File: config.mk
export PLATFORM = sky130hd
export DESIGN_NAME = dsp_data_transfer_decode
export DESIGN_NICKNAME = d
export VERILOG_FILES = /design/src/rtl/dsp_xfer_pkg.sv /design/src/rtl/ptr_update.sv /design/src/rtl/dsp_data_transfer_decode.sv
export SDC_FILE = /design/constraint.sdc
export NUM_CORES = 2
export LEC_CHECK = 0
export BUFFER_PORTS_ARGS = -buffer_cell sky130_fd_sc_hd__buf_2
export CORE_AREA = 5 5 330 332
export DETAILED_ROUTE_END_ITERATION = 7
export DIE_AREA = 0 0 335 337
export MAX_ROUTING_LAYER = met4
export PLACE_DENSITY = 0.48
export RECOVER_POWER = 50
export SETUP_SLACK_MARGIN = 0.2
export SYNTH_ARGS = -nofsm -noshare
export SYNTH_HDL_FRONTEND = slang
export SYNTH_SLANG_ARGS = --single-unit
File: constraint.sdc
create_clock -name mclk -period 24.2 [get_ports mclk]
set_input_delay 4.84 -clock mclk [delete_from_list [all_inputs] [get_ports mclk]]
set_output_delay 4.84 -clock mclk [all_outputs]
set_load 0.03 [all_outputs]
File: src/rtl/dsp_xfer_pkg.sv
package dsp_xfer_pkg;

  // Opcode prefixes in bits 15:10
  localparam logic [5:0] SINGLE_PREFIX = 6'h3D;
  localparam logic [5:0] XY_PREFIX = 6'h3C;

  // Single transfer field positions
  localparam int PTR_LSB = 8;
  localparam int REG_LSB = 4;
  localparam int STORE_BIT = 0;
  localparam int LONG_BIT = 1;
  localparam int MODE_LSB = 2;

  // Parallel transfer field positions
  localparam int XPTR_BIT = 9;
  localparam int YPTR_BIT = 8;
  localparam int XSEL_BIT = 7;
  localparam int YSEL_BIT = 6;
  localparam int XDIR_BIT = 5;
  localparam int YDIR_BIT = 4;
  localparam int XMODE_LSB = 2;
  localparam int YMODE_LSB = 0;

  // Addressing modes
  localparam logic [1:0] MODE_PREDEC = 2'h0;
  localparam logic [1:0] MODE_PLAIN = 2'h1;
  localparam logic [1:0] MODE_POSTINC = 2'h2;
  localparam logic [1:0] MODE_INDEX = 2'h3;
  localparam logic [1:0] XY_NOACCESS = 2'h0;

  // Pointer steps
  localparam logic [31:0] STEP_WORD = 32'h00000002;
  localparam logic [31:0] STEP_LONG = 32'h00000004;

  // Single transfer register codes
  localparam logic [3:0] REG_A1 = 4'h5;
  localparam logic [3:0] REG_A0 = 4'h7;
  localparam logic [3:0] REG_X0 = 4'h8;
  localparam logic [3:0] REG_X1 = 4'h9;
  localparam logic [3:0] REG_Y0 = 4'hA;
  localparam logic [3:0] REG_Y1 = 4'hB;
  localparam logic [3:0] REG_M0 = 4'hC;
  localparam logic [3:0] REG_A1G = 4'hD;
  localparam logic [3:0] REG_M1 = 4'hE;
  localparam logic [3:0] REG_A0G = 4'hF;

  // General register numbers used as pointers
  localparam logic [2:0] GR2 = 3'h2;
  localparam logic [2:0] GR3 = 3'h3;
  localparam logic [2:0] GR4 = 3'h4;
  localparam logic [2:0] GR5 = 3'h5;
  localparam logic [2:0] GR6 = 3'h6;
  localparam logic [2:0] GR7 = 3'h7;

  localparam int GUARD_W = 8;
  localparam logic [31:0] WORD32_RST = 32'h00000000;
  localparam logic [7:0] GUARD_RST = 8'h00;

  // One memory port request
  typedef struct packed {
    logic sel;
    logic write;
    logic [31:0] addr;
    logic [31:0] wdata;
    logic isLong;
  } mem_req_t;

  // Pointer writeback
  typedef struct packed {
    logic we;
    logic [2:0] num;
    logic [31:0] value;
  } ptr_wb_t;

  // DSP register file contents
  typedef struct packed {
    logic [7:0] a0g;
    logic [7:0] a1g;
    logic [31:0] a0;
    logic [31:0] a1;
    logic [31:0] x0;
    logic [31:0] x1;
    logic [31:0] y0;
    logic [31:0] y1;
    logic [31:0] m0;
    logic [31:0] m1;
  } dsp_regs_t;

endpackage

File: src/rtl/ptr_update.sv
`timescale 1ns/1ns
// Address and next-pointer computation for one addressing mode
module ptr_update
  import dsp_xfer_pkg::*;
(
  input wire logic [31:0] ptrVal,
  input wire logic [31:0] indexVal,
  input wire logic [1:0] mode,
  input wire logic isLong,
  output logic [31:0] accAddr,
  output logic [31:0] ptrNext,
  output logic ptrWrite
);

  logic [31:0] step;

  // Step and mode selection
  always_comb
  begin
    step = isLong ? STEP_LONG : STEP_WORD;
    accAddr = ptrVal;
    ptrNext = ptrVal;
    ptrWrite = 1'b0;
    case (mode)
      MODE_PREDEC:
      begin
        accAddr = ptrVal - step;
        ptrNext = ptrVal - step;
        ptrWrite = 1'b1;
      end
      MODE_PLAIN: ptrWrite = 1'b0;
      MODE_POSTINC:
      begin
        ptrNext = ptrVal + step;
        ptrWrite = 1'b1;
      end
      MODE_INDEX:
      begin
        ptrNext = ptrVal + indexVal;
        ptrWrite = 1'b1;
      end
      default: ptrWrite = 1'b0;
    endcase
  end

endmodule

File: src/rtl/dsp_data_transfer_decode.sv
`timescale 1ns/1ns
module dsp_data_transfer_decode
  import dsp_xfer_pkg::*;
(
  input wire logic mclk,
  input wire logic rst,
  input wire logic instValid,
  input wire logic [15:0] instWord,
  input wire logic [31:0] gr2,
  input wire logic [31:0] gr3,
  input wire logic [31:0] gr4,
  input wire logic [31:0] gr5,
  input wire logic [31:0] gr6,
  input wire logic [31:0] gr7,
  input wire logic [31:0] xIndex,
  input wire logic [31:0] yIndex,
  input wire logic [31:0] mainRdata,
  input wire logic mainGrant,
  input wire logic [15:0] xmemRdata,
  input wire logic [15:0] ymemRdata,
  input wire logic condFlagIn,
  output logic instStall,
  output logic mainSel,
  output logic mainWrite,
  output logic mainLong,
  output logic [31:0] mainAddrBus,
  output logic [31:0] mainWdata,
  output logic xmemSel,
  output logic xmemWrite,
  output logic [31:0] xmemAddr,
  output logic [15:0] xmemWdata,
  output logic ymemSel,
  output logic ymemWrite,
  output logic [31:0] ymemAddr,
  output logic [15:0] ymemWdata,
  output ptr_wb_t ptrWbX,
  output ptr_wb_t ptrWbY,
  output dsp_regs_t dspRegs,
  output logic condFlag
);

  // Return the pointer register number for a single transfer code
  function automatic logic [2:0] singlePtr(input logic [1:0] code);
    case (code)
      2'h0: singlePtr = GR4;
      2'h1: singlePtr = GR5;
      2'h2: singlePtr = GR2;
      default: singlePtr = GR3;
    endcase
  endfunction

  // Read a general register by number
  function automatic logic [31:0] grRead(input logic [2:0] num, input logic [31:0] r2,
    input logic [31:0] r3, input logic [31:0] r4, input logic [31:0] r5,
    input logic [31:0] r6, input logic [31:0] r7);
    case (num)
      GR2: grRead = r2;
      GR3: grRead = r3;
      GR4: grRead = r4;
      GR5: grRead = r5;
      GR6: grRead = r6;
      default: grRead = r7;
    endcase
  endfunction

  logic isSingle, isXy, sStore, sLong, xAct, yAct, xStore, yStore;
  logic [1:0] sMode, xMode, yMode;
  logic [3:0] sReg;
  logic [2:0] sPtrNum, xPtrNum, yPtrNum;
  logic [31:0] sPtrVal, xPtrVal, yPtrVal;
  logic [31:0] sAddr, sPtrNext, xAddr, xPtrNext, yAddr, yPtrNext;
  logic sPtrWe, xPtrWe, yPtrWe, sGo;

  // Field decoding
  always_comb
  begin
    isSingle = instValid && instWord[15:10] == SINGLE_PREFIX;
    isXy = instValid && instWord[15:10] == XY_PREFIX;
    sStore = instWord[STORE_BIT];
    sLong = instWord[LONG_BIT];
    sMode = instWord[MODE_LSB +: 2];
    sReg = instWord[REG_LSB +: 4];
    sPtrNum = singlePtr(instWord[PTR_LSB +: 2]);
    xMode = instWord[XMODE_LSB +: 2];
    yMode = instWord[YMODE_LSB +: 2];
    xAct = isXy && xMode != XY_NOACCESS;
    yAct = isXy && yMode != XY_NOACCESS;
    xStore = instWord[XDIR_BIT];
    yStore = instWord[YDIR_BIT];
    xPtrNum = instWord[XPTR_BIT] ? GR5 : GR4;
    yPtrNum = instWord[YPTR_BIT] ? GR7 : GR6;
    sGo = isSingle && mainGrant;
    sPtrVal = grRead(sPtrNum, gr2, gr3, gr4, gr5, gr6, gr7);
    xPtrVal = grRead(xPtrNum, gr2, gr3, gr4, gr5, gr6, gr7);
    yPtrVal = grRead(yPtrNum, gr2, gr3, gr4, gr5, gr6, gr7);
  end

  // One address unit per transfer path
  ptr_update uSingle (.ptrVal(sPtrVal), .indexVal(xIndex), .mode(sMode), .isLong(sLong),
    .accAddr(sAddr), .ptrNext(sPtrNext), .ptrWrite(sPtrWe));
  ptr_update uX (.ptrVal(xPtrVal), .indexVal(xIndex), .mode(xMode), .isLong(1'b0),
    .accAddr(xAddr), .ptrNext(xPtrNext), .ptrWrite(xPtrWe));
  ptr_update uY (.ptrVal(yPtrVal), .indexVal(yIndex), .mode(yMode), .isLong(1'b0),
    .accAddr(yAddr), .ptrNext(yPtrNext), .ptrWrite(yPtrWe));

  mem_req_t mainReq_r, mainReq_nxt;
  logic xSel_r, xSel_nxt, xWr_r, xWr_nxt, ySel_r, ySel_nxt, yWr_r, yWr_nxt;
  logic [31:0] xAddr_r, xAddr_nxt, yAddr_r, yAddr_nxt;
  logic [15:0] xWd_r, xWd_nxt, yWd_r, yWd_nxt;
  ptr_wb_t wbX_r, wbX_nxt, wbY_r, wbY_nxt;
  logic stall_r, stall_nxt;
  logic [31:0] storeSrc;
  logic sLd_r, sLd_nxt, sLong_r, sLong_nxt, xLd_r, xLd_nxt, yLd_r, yLd_nxt;
  logic xDst_r, xDst_nxt, yDst_r, yDst_nxt, cond_r, cond_nxt;
  logic [3:0] sReg_r, sReg_nxt;
  dsp_regs_t regs_r, regs_nxt;

  // Memory requests and pointer writebacks, issued one cycle after decode
  always_comb
  begin
    case (sReg)
      REG_A1: storeSrc = dspRegs.a1;
      REG_A0: storeSrc = dspRegs.a0;
      REG_X0: storeSrc = dspRegs.x0;
      REG_X1: storeSrc = dspRegs.x1;
      REG_Y0: storeSrc = dspRegs.y0;
      REG_Y1: storeSrc = dspRegs.y1;
      REG_M0: storeSrc = dspRegs.m0;
      REG_M1: storeSrc = dspRegs.m1;
      REG_A1G: storeSrc = {24'h000000, dspRegs.a1g};
      REG_A0G: storeSrc = {24'h000000, dspRegs.a0g};
      default: storeSrc = WORD32_RST;
    endcase
    mainReq_nxt.sel = sGo;
    mainReq_nxt.write = sGo && sStore;
    mainReq_nxt.addr = sAddr;
    mainReq_nxt.isLong = sLong;
    if (sLong || sReg == REG_A1G || sReg == REG_A0G)
      mainReq_nxt.wdata = storeSrc;
    else
      mainReq_nxt.wdata = {16'h0000, storeSrc[31:16]};
    stall_nxt = isSingle && !mainGrant;
    xSel_nxt = xAct;
    xWr_nxt = xAct && xStore;
    xAddr_nxt = xAddr;
    xWd_nxt = instWord[XSEL_BIT] ? dspRegs.a1[31:16] : dspRegs.a0[31:16];
    ySel_nxt = yAct;
    yWr_nxt = yAct && yStore;
    yAddr_nxt = yAddr;
    yWd_nxt = instWord[YSEL_BIT] ? dspRegs.a1[31:16] : dspRegs.a0[31:16];
    wbX_nxt.we = (xAct && xPtrWe) || (sGo && sPtrWe);
    wbX_nxt.num = sGo ? sPtrNum : xPtrNum;
    wbX_nxt.value = sGo ? sPtrNext : xPtrNext;
    wbY_nxt.we = yAct && yPtrWe;
    wbY_nxt.num = yPtrNum;
    wbY_nxt.value = yPtrNext;
    sLd_nxt = sGo && !sStore;
    sLong_nxt = sLong;
    sReg_nxt = sReg;
    xLd_nxt = xAct && !xStore;
    yLd_nxt = yAct && !yStore;
    xDst_nxt = instWord[XSEL_BIT];
    yDst_nxt = instWord[YSEL_BIT];
    cond_nxt = condFlagIn;
  end

  // Request, pending-load and register file flops
  always_ff @(posedge mclk or posedge rst)
  begin
    if (rst)
    begin
      mainReq_r <= '0;
      xSel_r <= 1'b0;
      xWr_r <= 1'b0;
      xAddr_r <= WORD32_RST;
      xWd_r <= 16'h0000;
      ySel_r <= 1'b0;
      yWr_r <= 1'b0;
      yAddr_r <= WORD32_RST;
      yWd_r <= 16'h0000;
      wbX_r <= '0;
      wbY_r <= '0;
      stall_r <= 1'b0;
      sLd_r <= 1'b0;
      sLong_r <= 1'b0;
      sReg_r <= 4'h0;
      xLd_r <= 1'b0;
      yLd_r <= 1'b0;
      xDst_r <= 1'b0;
      yDst_r <= 1'b0;
      cond_r <= 1'b0;
      regs_r <= '0;
    end
    else
    begin
      mainReq_r <= mainReq_nxt;
      xSel_r <= xSel_nxt;
      xWr_r <= xWr_nxt;
      xAddr_r <= xAddr_nxt;
      xWd_r <= xWd_nxt;
      ySel_r <= ySel_nxt;
      yWr_r <= yWr_nxt;
      yAddr_r <= yAddr_nxt;
      yWd_r <= yWd_nxt;
      wbX_r <= wbX_nxt;
      wbY_r <= wbY_nxt;
      stall_r <= stall_nxt;
      sLd_r <= sLd_nxt;
      sLong_r <= sLong_nxt;
      sReg_r <= sReg_nxt;
      xLd_r <= xLd_nxt;
      yLd_r <= yLd_nxt;
      xDst_r <= xDst_nxt;
      yDst_r <= yDst_nxt;
      cond_r <= cond_nxt;
      regs_r <= regs_nxt;
    end
  end

  // DSP register file update from returned data
  logic [31:0] sVal;

  always_comb
  begin
    regs_nxt = regs_r;
    sVal = sLong_r ? mainRdata : {mainRdata[15:0], 16'h0000};
    if (sLd_r)
    begin
      case (sReg_r)
        REG_A1:
        begin
          regs_nxt.a1 = sVal;
          regs_nxt.a1g = {GUARD_W{sVal[31]}};
        end
        REG_A0:
        begin
          regs_nxt.a0 = sVal;
          regs_nxt.a0g = {GUARD_W{sVal[31]}};
        end
        REG_X0: regs_nxt.x0 = sVal;
        REG_X1: regs_nxt.x1 = sVal;
        REG_Y0: regs_nxt.y0 = sVal;
        REG_Y1: regs_nxt.y1 = sVal;
        REG_M0: regs_nxt.m0 = sVal;
        REG_M1: regs_nxt.m1 = sVal;
        REG_A1G: regs_nxt.a1g = mainRdata[7:0];
        REG_A0G: regs_nxt.a0g = mainRdata[7:0];
        default: regs_nxt = regs_r;
      endcase
    end
    // X and Y loads land in the same cycle
    if (xLd_r)
    begin
      if (xDst_r)
        regs_nxt.x1 = {xmemRdata, 16'h0000};
      else
        regs_nxt.x0 = {xmemRdata, 16'h0000};
    end
    if (yLd_r)
    begin
      if (yDst_r)
        regs_nxt.y1 = {ymemRdata, 16'h0000};
      else
        regs_nxt.y0 = {ymemRdata, 16'h0000};
    end
  end

  // Outputs straight from flip-flops
  assign {mainSel, mainWrite, mainLong} = {mainReq_r.sel, mainReq_r.write, mainReq_r.isLong};
  assign {mainAddrBus, mainWdata} = {mainReq_r.addr, mainReq_r.wdata};
  assign {xmemSel, xmemWrite, xmemAddr, xmemWdata} = {xSel_r, xWr_r, xAddr_r, xWd_r};
  assign {ymemSel, ymemWrite, ymemAddr, ymemWdata} = {ySel_r, yWr_r, yAddr_r, yWd_r};
  assign {ptrWbX, ptrWbY, dspRegs} = {wbX_r, wbY_r, regs_r};
  assign {instStall, condFlag} = {stall_r, cond_r};

endmodule

* Word-level counts from Yosys, hierarchy flattened
Cells that the tools add are included.
Storage, ports and cells: register bits 521, input port bits 341, output and inout bits 513, word-level logic and storage cells 165
Cells by class: add/subtract/negate cells 9, eq/ne operators 45, mux-type cells 37, reductions and logical operators 37
Operators with widths (count):
- 32-bit 2-to-1 mux | 16
- 32-bit case mux with 5 select lines | 3
- 32-bit case mux with 10 select lines | 1
- 32-bit case mux with 3 select lines | 3
- 192-bit 2-to-1 mux | 1
- 32-bit adder | 4
- 64-bit 2-to-1 mux | 2
- 32-bit by 2-bit adder with 32-bit output, second input constant | 2
- 4-bit equality test, second input constant | 16
- 32-bit by 2-bit subtractor with 32-bit output, second input constant | 2
- 16-bit 2-to-1 mux | 2
- 8-bit case mux with 2 select lines | 2
- 32-bit subtractor | 1
- 3-bit equality test, second input constant | 9
- 3-bit by 2-bit equality test with 1-bit output, second input constant | 6
- 4-bit by 3-bit equality test with 1-bit output, second input constant | 4
- 1-bit logical AND | 15
- 6-bit equality test, second input constant | 2
- 2-bit AND reduction | 6
- 2-bit equality test, second input constant | 5
- 3-bit case mux with 3 select lines | 1
- 2-bit nonzero test | 4
- 2-bit by 1-bit equality test with 1-bit output, second input constant | 3
- 2-bit zero test | 3
- other kinds (6) | 15

* Depth between registers and ports, before layout
depth after elaboration 7, depth in mapped cells 25, gate-level depth less buffers 14

* By module
Synthesis repeated with hierarchy kept, for this count alone.
Second synthesis, totals: cell total of the unflattened synthesis 3601, area, all modules 32413.6 um^2
Modules (own cells, without submodules):
- dsp_data_transfer_decode | times used 1, cells each 2062, area each 22136.2 um^2, seq. area each 12987.5 um^2
- ptr_update | times used 3, cells each 513, area each 3425.8 um^2, seq. area each 0.0 um^2

* Worst setup path after synthesis
No wires, ideal clock.
path type input -> register, start point input port instWord[9], end point register wbX_r (netlist bit ptrWbX[24]), data arrival time 9.924 ns, data required time 24.104 ns, path slack 14.180 ns, stages on the path 22, cell sequence buf_4 -> buf_6 -> buf_6 -> buf_6 -> buf_6 -> buf_6 -> buf_2 -> buf_2 -> buf_1 -> mux4_2 -> ha_1 -> fa_1 -> a211o_1 -> a2111oi_0 -> o31a_1 -> o31ai_1 -> a21boi_0 -> o21ai_0 -> a21o_1 -> a21oi_1 -> xnor2_1 -> a311oi_2
RTL lines:
- start: declaration | RTL line dsp_data_transfer_decode.sv:8 | input wire logic [15:0] instWord,
- end signal: assignment | RTL line dsp_data_transfer_decode.sv:205 | wbX_r <= wbX_nxt;
- end: declaration | RTL line dsp_data_transfer_decode.sv:110 | ptr_wb_t wbX_r, wbX_nxt, wbY_r, wbY_nxt;

==> flow_summary.yaml <==
grt:
  grt_use_total_pct: 27.7
  grt_pass1_vias: 31120
  grt_max_degree: 139
  gr-total-overflow: 0
  grt_pass1_wl_um: 226000
  antenna_found_initial: 18
finish:
  stdcell_count: 5895
  nets: 4876
  syn2layout_area_growth_pct: 24.0
  drive_above_1_share_pct: 22.6
sta:
  period_needed_ps: 14790
  max_slew_margin_pct: -409
  clock.fmax_mhz: 67.6
  tightest_slew_ps: 7630
  fin_crit_sh_pct: 61.1
  maxSlewViolCount: 558
  finalSetupViolCount: 0
  final_hold_viol_count: 0
  setup_tns_ps: 0
  rsz0062_at_grt: "false"
  finClkSkew_ps: 24.3
detailed_routing:
  drtPass1Iterations: 7
  wl_per_cell_um: 26.8
  via_count: 31787
  via_per_inst: 5.39
  drtAntennaViolNets: 0
  drc: 0
  routed_wl_um: 158000
  drt_iter0_drc: 2648
cts:
  ctsHoldBuffers: 0
  clock_sinks: 519
  clk_pin_slew_ps: 60
  postCtsSetupBuffers: 0
  cts_buffers: 67
  insertion_delay_ps: 640
  cts_tree: "yes"
  post_cts_resized: 0
  ctsLongestPathBuffers: 3
  ctsHtreeMaxLevel: 3
  cts-root-buf: "clkbuf_16"
logic_synthesis:
  syn_nets: 4112
  seq_area_frac_synth_pct: 40.2
  ys_warn_count: 0
  synth_seq_cells: 519
  syn_area_mm2: 0.0323
  synth-main-ff-cell: "dfrtp_1"
  yosysTopAreaCell: "dfrtp_1"
  async_flop_share_pct: 100
  synth_commonest_cells: "dfrtp_1, nor2_1, nand2_1"
  synth_cell_types: 92
  yosysTopAreaCellShare_pct: 40.2
  yosysMostFrequentCell: "dfrtp_1"
  avgSynthCellArea_um2: 8.80
  syn-instance-count: 3666
  synth.top_cells.by_area: "dfrtp_1, nor2_1, xnor2_1, a21oi_1, nand2_1"
  synth_edf_count: 0
floorplan:
  core_area_mm2: 0.106
  die-area_mm2: 0.113
  die_h_um: 337
  initial_core_util_pct: 30.4
  ios: 854
  die_x_um: 335
  rows: 120
setup_path:
  critPathCaptureType: "asynchronous set/reset pin"
  crit_type: "primary input to asynchronous set/reset pin"
  ff2ff_path_depth: 6
  required_ps: 22420
  rr_startpoint: "sLong_r$_DFF_PP0_"
  crit_path_start_kind: "primary input"
  path_max_fanout: 138
  critPathLaunch: "rst"
  timing.rr.end: "dspRegs[260]$_DFFE_PP0P_"
  arrival_ps: 13020
  r2r_setup_slack_ps: 21370
  crit_path_end: "sLong_r$_DFF_PP0_"
hold_path:
  min_path_type: "flip-flop to flip-flop"
job:
  maxCapViolCount: 11
place:
  routabilityCongestion: 0.961
  placed_cells: 5764
  dpl.hpwl_um: 119000
  port_buffers: 853
status:
  status: "finished with violations"
  violations: "capacitance limit, slew limit"
power:
  powerDensity_mw_per_mm2: 66.0
  p_leak_nw: 17.9
  irDropWorstVdd_uv: 47.4
## critical path, stage by stage
cell        delay [ps]
buf_2              100
clkinvlp_2        2370
clkbuf_1          5460
## worst min path at each step
stage                        startpoint                       end  cells after the start
2_1_floorplan   dspRegs[27]$_DFFE_PP0P_   dspRegs[27]$_DFFE_PP0P_                      2
3_3_place_gp    dspRegs[42]$_DFFE_PP0P_   dspRegs[42]$_DFFE_PP0P_                      2
3_5_place_dp   dspRegs[230]$_DFFE_PP0P_  dspRegs[230]$_DFFE_PP0P_                      2
4_1_cts        dspRegs[230]$_DFFE_PP0P_  dspRegs[230]$_DFFE_PP0P_                      2
5_1_grt        dspRegs[230]$_DFFE_PP0P_  dspRegs[230]$_DFFE_PP0P_                      2
6_report       dspRegs[230]$_DFFE_PP0P_  dspRegs[230]$_DFFE_PP0P_                      2
## sequential cells by signal, summed over array words and instances (netlist names)
name and flops:
xmemWdata 16, xmemWrite 1, sReg_r 4, mainSel 1
xLd_r 1, sLong_r 1, mainWrite 1, mainWdata 32
ymemWrite 1, ymemSel 1, ptrWbY 35, ymemWdata 16
condFlag 1, sLd_r 1, ymemAddr 32, xmemAddr 32
yLd_r 1, dspRegs 272, instStall 1, mainAddrBus 32
ptrWbX 36, xmemSel 1
## per-layer routing
metal | vias to the layer above | wire length (um) | global-route usage (%)
met5 | - | 0 | -
met4 | 0 | 6540 | 10.1
met3 | 270 | 10700 | 4.75
met2 | 1326 | 75200 | 45.3
met1 | 15528 | 65600 | 34.6
li1 | 14663 | - | -
## through the flow
stage          util [%]  hold slack [ps]  instance area (um^2)  setup slack [ps]  power [mW]
2_1_floorplan         -              670                 32300              4860        1.36
3_3_place_gp       35.8              483                 37900             13940        1.60
3_5_place_dp       35.8              490                 37900             13860        1.60
4_1_cts            37.9              503                 40200             14550        2.68
5_1_grt            37.7              528                 40000              7380        2.75
6_report           37.7              501                 40000              9410        2.64
## cell families after synthesis
group	Yosys count	synth area share, %
DFF	519	40.2
buffers and inverters	302	3.91
other	1	0.0116
xor gates and xnor gates	248	6.75
muxes	166	6.82
and+or+nand+nor	1329	19.1
AOI/OAI and AO/OA	996	19.0
adders and majority gates	105	4.16
## cell usage in the layout, fill, tap and decap left out, types with 67 or more instances in the layout
cell type / instances
inv_1: 79
nor3_1: 104
a22oi_1: 122
nand2_1: 381
xor2_1: 69
a21oi_1: 311
o21ai_0: 275
buf_2: 715
dfrtp_1: 518
ha_1: 101
clkbuf_16: 67
mux2i_1: 84
xnor2_1: 178
nor2_1: 462
clkbuf_1: 160
## layout make-up
cell class / instances / area [um^2]
fill: 11150 / 66000
antenna: 11 / 27.5
timing repair buffer: 911 / 4490
inverter: 86 / 324
clock inverter: 27 / 384
tap: 1403 / 1760
clock buffer: 93 / 1920
multi-input combinational: 2845 / 18100
sequential: 519 / 13000
## power by group
part           internal [mW]  leakage (nW)  switching, mW
Clock                  0.627          1.13          0.437
Sequential             0.918          5.83         0.0383
Combinational          0.197          10.9          0.425
(Power assumes the default switching activity.)
